<file path="src/rtl/ild_pkg.sv">
// package for the input level detector
package ild_pkg;
	localparam int ILD_THR_W = 10;
	localparam int ILD_DWELL_W = 20;
	localparam int ILD_CTRL_W = 5;
	localparam int ILD_SAMPLE_W = 16;
	localparam int ILD_ADDR_W = 3;
	localparam int ILD_DATA_W = 20;
	localparam int ILD_LAT_W = 3;
	localparam int ILD_LAT_MAX = 7;
	// channel addresses
	localparam logic [2:0] ILD_LOWER_A = 3'h0;
	localparam logic [2:0] ILD_UPPER_A = 3'h1;
	localparam logic [2:0] ILD_DWELL_A = 3'h2;
	localparam logic [2:0] ILD_CTRL_A = 3'h3;
	localparam logic [2:0] ILD_LOWER_B = 3'h4;
	localparam logic [2:0] ILD_UPPER_B = 3'h5;
	localparam logic [2:0] ILD_DWELL_B = 3'h6;
	localparam logic [2:0] ILD_CTRL_B = 3'h7;
	// control fields
	localparam int ILD_POL_BIT = 4;
	localparam int ILD_RSV_BIT = 3;
	localparam int ILD_LAT_LSB = 0;
	// reset values
	localparam logic [9:0] ILD_THR_RST = 10'h000;
	localparam logic [19:0] ILD_DWELL_RST = 20'h00000;
	localparam logic [4:0] ILD_CTRL_RST = 5'h00;

	typedef struct packed {
		logic [ILD_THR_W-1:0] lower;
		logic [ILD_THR_W-1:0] upper;
		logic [ILD_DWELL_W-1:0] dwell;
		logic polarity;
		logic [ILD_LAT_W-1:0] latency;
	} ild_cfg_t;

	typedef enum logic [1:0] {
		ILD_IDLE = 2'b00,
		ILD_HIGH = 2'b01,
		ILD_DWELL = 2'b10
	} ild_state_t;

	function automatic logic [ILD_THR_W-1:0] ild_top_bits(input logic [ILD_SAMPLE_W-1:0] s);
		return s[ILD_SAMPLE_W-1 -: ILD_THR_W];
	endfunction
endpackage

</file>
<file path="src/rtl/ild_delay.sv">
// programmable delay line for an indicator level
`timescale 1ns/1ps
module ild_delay
	import ild_pkg::*;
(
	input wire logic clk,
	input wire logic rst_b,
	input wire logic din,
	input wire logic [ILD_LAT_W-1:0] latency,
	output logic dout
);
	logic [ILD_LAT_MAX-1:0] taps;

	// =========================================
	// shift chain, tap picked by latency
	always_ff @(posedge clk or negedge rst_b) begin
		if (!rst_b) begin
			taps <= '0;
		end else begin
			taps <= {taps[ILD_LAT_MAX-2:0], din};
		end
	end

	assign dout = (latency == 3'h0) ? din : taps[latency - 3'h1];
endmodule

</file>
<file path="src/rtl/ild_detector.sv">
// one channel of threshold and dwell detection
`timescale 1ns/1ps
module ild_detector
	import ild_pkg::*;
(
	input wire logic clk,
	input wire logic rst_b,
	input wire logic [ILD_SAMPLE_W-1:0] sample,
	input wire ild_cfg_t cfg,
	output logic active
);
	ild_state_t state;
	logic [ILD_DWELL_W-1:0] count;
	logic [ILD_THR_W-1:0] top;
	logic at_low;
	logic at_high;

	assign top = ild_top_bits(sample);
	assign at_low = top <= cfg.lower;
	assign at_high = top >= cfg.upper;

	// =========================================
	// state and dwell counter
	always_ff @(posedge clk or negedge rst_b) begin
		if (!rst_b) begin
			state <= ILD_IDLE;
			count <= ILD_DWELL_RST;
		end else if (cfg.dwell == ILD_DWELL_RST) begin
			state <= ILD_IDLE;
			count <= ILD_DWELL_RST;
		end else begin
			case (state)
				ILD_IDLE: begin
					if (at_high) begin
						state <= ILD_HIGH;
					end
				end
				ILD_HIGH: begin
					if (at_low && !at_high) begin
						state <= ILD_DWELL;
						count <= cfg.dwell - 20'h00001;
					end
				end
				ILD_DWELL: begin
					if (!at_low || at_high) begin
						state <= ILD_HIGH;
						count <= cfg.dwell;
					end else if (count <= 20'h00001) begin
						state <= ILD_IDLE;
						count <= ILD_DWELL_RST;
					end else begin
						count <= count - 20'h00001;
					end
				end
				default: begin
					state <= ILD_IDLE;
				end
			endcase
		end
	end

	assign active = state != ILD_IDLE;
endmodule

</file>
<file path="src/rtl/ild_top.sv">
// two-channel input level detector with channel address access
`timescale 1ns/1ps
// =========================================
module ild_top
	import ild_pkg::*;
(
	input wire logic CLK,
	input wire logic RST_B,
	input wire logic GAIN_CTRL_EN,
	input wire logic [ILD_ADDR_W-1:0] CHANNEL_ADDRESS_REG,
	input wire logic WR,
	input wire logic RD,
	input wire logic [ILD_DATA_W-1:0] WDATA,
	output logic [ILD_DATA_W-1:0] RDATA,
	input wire logic [ILD_SAMPLE_W-1:0] SAMPLE_A,
	input wire logic [ILD_SAMPLE_W-1:0] SAMPLE_B,
	output logic GAIN_FLAG_A,
	output logic GAIN_FLAG_A_N,
	output logic GAIN_FLAG_B,
	output logic GAIN_FLAG_B_N
);
	ild_cfg_t cfg_a;
	ild_cfg_t cfg_b;
	logic [ILD_THR_W-1:0] lower_a;
	logic [ILD_THR_W-1:0] upper_a;
	logic [ILD_DWELL_W-1:0] dwell_a;
	logic [ILD_THR_W-1:0] lower_b;
	logic [ILD_THR_W-1:0] upper_b;
	logic [ILD_DWELL_W-1:0] dwell_b;
	logic [ILD_CTRL_W-1:0] ctrl_a;
	logic [ILD_CTRL_W-1:0] ctrl_b;
	logic act_a;
	logic act_b;
	logic del_a;
	logic del_b;
	logic wr_ok;
	logic [ILD_DATA_W-1:0] next_rdata;

	// writes only with gain control access enabled
	assign wr_ok = WR && GAIN_CTRL_EN;

	// =========================================
	// register file
	always_ff @(posedge CLK or negedge RST_B) begin
		if (!RST_B) begin
			lower_a <= ILD_THR_RST;
			upper_a <= ILD_THR_RST;
			dwell_a <= ILD_DWELL_RST;
			lower_b <= ILD_THR_RST;
			upper_b <= ILD_THR_RST;
			dwell_b <= ILD_DWELL_RST;
			ctrl_a <= ILD_CTRL_RST;
			ctrl_b <= ILD_CTRL_RST;
		end else if (wr_ok) begin
			case (CHANNEL_ADDRESS_REG)
				ILD_LOWER_A: lower_a <= WDATA[ILD_THR_W-1:0];
				ILD_UPPER_A: upper_a <= WDATA[ILD_THR_W-1:0];
				ILD_DWELL_A: dwell_a <= WDATA;
				ILD_CTRL_A: ctrl_a <= WDATA[ILD_CTRL_W-1:0] & 5'h17;
				ILD_LOWER_B: lower_b <= WDATA[ILD_THR_W-1:0];
				ILD_UPPER_B: upper_b <= WDATA[ILD_THR_W-1:0];
				ILD_DWELL_B: dwell_b <= WDATA;
				ILD_CTRL_B: ctrl_b <= WDATA[ILD_CTRL_W-1:0] & 5'h17;
				default: begin
				end
			endcase
		end
	end

	// polarity and latency fields
	// one driver per struct: fields gathered from the separate registers
	assign cfg_a = {lower_a, upper_a, dwell_a, ctrl_a[ILD_POL_BIT], ctrl_a[ILD_LAT_LSB +: ILD_LAT_W]};
	assign cfg_b = {lower_b, upper_b, dwell_b, ctrl_b[ILD_POL_BIT], ctrl_b[ILD_LAT_LSB +: ILD_LAT_W]};

	// =========================================
	// read back
	always_comb begin
		next_rdata = '0;
		case (CHANNEL_ADDRESS_REG)
			ILD_LOWER_A: next_rdata = {10'h000, cfg_a.lower};
			ILD_UPPER_A: next_rdata = {10'h000, cfg_a.upper};
			ILD_DWELL_A: next_rdata = cfg_a.dwell;
			ILD_CTRL_A: next_rdata = {15'h0000, ctrl_a};
			ILD_LOWER_B: next_rdata = {10'h000, cfg_b.lower};
			ILD_UPPER_B: next_rdata = {10'h000, cfg_b.upper};
			ILD_DWELL_B: next_rdata = cfg_b.dwell;
			ILD_CTRL_B: next_rdata = {15'h0000, ctrl_b};
			default: next_rdata = '0;
		endcase
	end

	always_ff @(posedge CLK or negedge RST_B) begin
		if (!RST_B) begin
			RDATA <= '0;
		end else if (RD && GAIN_CTRL_EN) begin
			RDATA <= next_rdata;
		end
	end

	// =========================================
	// two independent channels
	ild_detector u_det_a (
		.clk(CLK),
		.rst_b(RST_B),
		.sample(SAMPLE_A),
		.cfg(cfg_a),
		.active(act_a)
	);
	ild_detector u_det_b (
		.clk(CLK),
		.rst_b(RST_B),
		.sample(SAMPLE_B),
		.cfg(cfg_b),
		.active(act_b)
	);

	ild_delay u_del_a (
		.clk(CLK),
		.rst_b(RST_B),
		.din(act_a),
		.latency(cfg_a.latency),
		.dout(del_a)
	);
	ild_delay u_del_b (
		.clk(CLK),
		.rst_b(RST_B),
		.din(act_b),
		.latency(cfg_b.latency),
		.dout(del_b)
	);

	// =========================================
	// pins; registered so the pair never glitches apart
	always_ff @(posedge CLK or negedge RST_B) begin
		if (!RST_B) begin
			// inactive level after reset (polarity clear)
			GAIN_FLAG_A <= 1'b0;
			GAIN_FLAG_A_N <= 1'b1;
			GAIN_FLAG_B <= 1'b0;
			GAIN_FLAG_B_N <= 1'b1;
		end else begin
			GAIN_FLAG_A <= del_a ^ cfg_a.polarity;
			GAIN_FLAG_A_N <= ~(del_a ^ cfg_a.polarity);
			GAIN_FLAG_B <= del_b ^ cfg_b.polarity;
			GAIN_FLAG_B_N <= ~(del_b ^ cfg_b.polarity);
		end
	end
endmodule

</file>
<file path="config.mk">
export PLATFORM = sky130hd
export DESIGN_NAME = ild_top
export DESIGN_NICKNAME = d
export VERILOG_FILES = /design/src/rtl/ild_pkg.sv /design/src/rtl/ild_delay.sv /design/src/rtl/ild_detector.sv /design/src/rtl/ild_top.sv
export SDC_FILE = /design/constraint.sdc
export NUM_CORES = 1
export LEC_CHECK = 0
export BUFFER_PORTS_ARGS = -buffer_cell sky130_fd_sc_hd__buf_4
export CAP_MARGIN = 20
export CORE_MARGIN = 2
export CORE_UTILIZATION = 50
export DETAILED_ROUTE_END_ITERATION = 6
export GPL_ROUTABILITY_DRIVEN = 0
export HOLD_SLACK_MARGIN = 0.1
export PLACE_DENSITY = 0.68
export REMOVE_ABC_BUFFERS = 1
export SYNTH_ARGS = -nofsm -noshare
export SYNTH_HDL_FRONTEND = slang
export SYNTH_SLANG_ARGS = --single-unit
</file>
<file path="constraint.sdc">
create_clock -name CLK -period 3.4 [get_ports CLK]
set_input_delay 0.68 -clock CLK [delete_from_list [all_inputs] [get_ports CLK]]
set_output_delay 0.68 -clock CLK [all_outputs]
set_load 0.02 [all_outputs]
</file>
==> out/results.ini <==
[yosys]
synthArstFlopShare_pct=100.0
synthCells=1113
ys_ff_latch=170
synth_top_area_share_pct=40.65
yosysSeqAreaShare_pct=41.16
synth_area_leaders=dfrtp_1, ha_1, mux2_2
avgSynthCellArea_um2=9.291
yosys_warnings=0
synth-main-ff-cell=dfrtp_1
yosys.area.top_type=dfrtp_1
synth.cell_area_mm2=0.01034
synth_edf_count=0
yosys.cell_types.count=71

[timing]
rsz0062_at_grt=no
finalHoldViolations=0
finalSetupViolCount=0
max_clock_freq_mhz=336.3
period_share_pct=87.45
relSlewSlack_pct=35.20
worst_slew_pin_slew_ns=0.9697
whs_ns=0.1765
fin_crit_ns=2.973
fin_ws_ns=0.4268
finalSetupTns_ns=0
fin_skew_ns=0.01239
drv_slew=0

[floorplanning]
coreArea_mm2=0.02023
fp.dieArea_mm2=0.02185
rows=52
io_pins=84
fp.dieW_um=147.8
start_util_pct=51.11
die_y_um=147.8

[clock_network]
root_buffer=clkbuf_16
clock_latency_ns=0.44
clk_path_buf_depth=2
cts_buffers=17
ctsResizeCount=0
cts_setup_buffers=0
cts_tree=yes
cts-htree-levels=4
clock_sinks=170
cts_hold_buf=0
clk_pin_slew_ns=0.07

[final_layout]
layout.nets=1320
n_antenna_cell=0
final_common_cell=dfrtp_1
final_core_util_pct=58.97
drive_gt1_share_pct=17.59
layout_common_cells=dfrtp_1, nand2_1, o21ai_0, buf_4, nor2_1
synthToLayoutAreaGrowth_pct=15.38
fillCellCount=1731

[pwr]
p_total_mw=9.070
powerDensity_mw_per_mm2=760.2
leakage_nw=5.266
max-vdd-ir-drop_uv=446.4

[global_routing]
grt.overflow.total=0
antenna_found_initial=0
grt_usage_pct=26.30
grt_pass1_vias=8473
grt_start_max_net_pins=51
grt_first_pass_wirelength_mm=45.20

[run_status]
outcome=completed

[place]
port_buffers=71
dp_slack_ns=0.04690
hpwl_mm=20.80

[worst_setup_path]
startpoint_type=flop
cp_data_required_time_ns=3.75
cp-end-kind=flop
critPathMaxFanout=8
crit_type=reg2reg
crit_arrival_ns=3.32

[hold_path]
hold_path.class=in2async

[routing]
vias=8788
first_iter_violations=694
routed_wl_mm=27.83
dr.pass1.iters=5
drc=0
antenna_left=0
vias_per_cell=5.934
wl_per_cell_um=18.79

[job]
cap_violations=0

sequential cells by signal, indices dropped and copies added, names as in the netlist:
| register | flops |
|---|---|
| RDATA | 20 |
| dwell_a | 20 |
| dwell_b | 20 |
| u_det_a.count | 20 |
| u_det_b.count | 20 |
| lower_a | 10 |
| lower_b | 10 |
| upper_a | 10 |
| upper_b | 10 |
| u_del_a.taps | 7 |
| u_del_b.taps | 7 |
| ctrl_a | 4 |
| ctrl_b | 4 |
| u_det_a.state | 2 |
| u_det_b.state | 2 |
| GAIN_FLAG_A | 1 |
| GAIN_FLAG_A_N | 1 |
| GAIN_FLAG_B | 1 |
| GAIN_FLAG_B_N | 1 |
Yosys cell counts (12+ instances only):
cell	count
dfrtp_1	168
nand2_1	121
o21ai_0	111
nor2_1	80
inv_1	70
ha_1	62
mux2_2	51
a21oi_1	44
nor3_1	40
clkbuf_1	38
mux2i_1	38
nand3_1	26
nor4_1	20
a211oi_1	17
nand2b_1	14
or3_1	14
xnor2_1	14
a32o_1	13
or4_1	13
o22ai_1	12
kinds of logic after synthesis:
| family | share of synthesized area (%) |
|---|---|
| and+or+nand+nor | 17.68 |
| AOI/OAI and AO/OA | 17.21 |
| DFF | 41.16 |
| buffers and inverters | 4.235 |
| muxes | 10.10 |
| adders and majority gates | 7.501 |
| xor gates and xnor gates | 2.117 |
power by group:
part | switching [mW] | total (mW) | internal (mW)
clock | 0.919 | 1.93 | 1.01
combinational | 2.14 | 3.79 | 1.64
sequential | 0.675 | 3.35 | 2.67
routing by layer:
layer | up-vias | routed length, um | track usage [%]
met2 | 265 | 13150 | 42.44
li1 | 4262 | - | -
met1 | 4224 | 12720 | 36.62
met4 | 0 | 571 | 8.429
met5 | - | 0 | 0
met3 | 37 | 1389 | 4.074
path summary, 6_finish.rpt:
kind / start / depth (start not counted) / end / slack (ns)
worst max-delay path: upper_b[0] / 9 / u_det_b.count[10] / 0.43
worst min-delay path: RST_B / 1 / GAIN_FLAG_B / 0.18
worst max register to register: upper_b[0] / 9 / u_det_b.count[10] / 0.43
worst min register to register: u_del_a.taps[2] / 0 / u_del_a.taps[3] / 0.37
max in group asynchronous: RST_B / 2 / GAIN_FLAG_A_N / 2.45
min in group CLK: u_del_a.taps[2] / 0 / u_del_a.taps[3] / 0.37
worst max-delay path: stages (launching register included):
cell	delay [ns]
dfrtp_1	0.44
ha_1	0.29
nand2b_1	0.14
a2111oi_0	0.38
buf_4	0.17
and4b_1	0.23
a2111o_1	0.42
or3_1	0.47
o21ai_0	0.21
o2bb2ai_1	0.14
area by class of cell:
type	instances	area (um2)	area share [%]
Multi-Input combinational cell	829	5654	47.39
Sequential cell	170	4257	35.68
Timing Repair Buffer	110	842.1	7.057
Clock buffer	19	452.9	3.796
Tap cell	270	337.8	2.831
Inverter	70	262.8	2.202
Clock inverter	13	125.1	1.049
per-stage QoR:
step | instances | cell area (um2)
CTS | 1481 | 11930
global placement | 1449 | 11350
detailed placement | 1449 | 11350
finish | 1481 | 11930
global route | 1481 | 11930
floorplan | 1069 | 10170
Power figures use the tool's default switching activity.
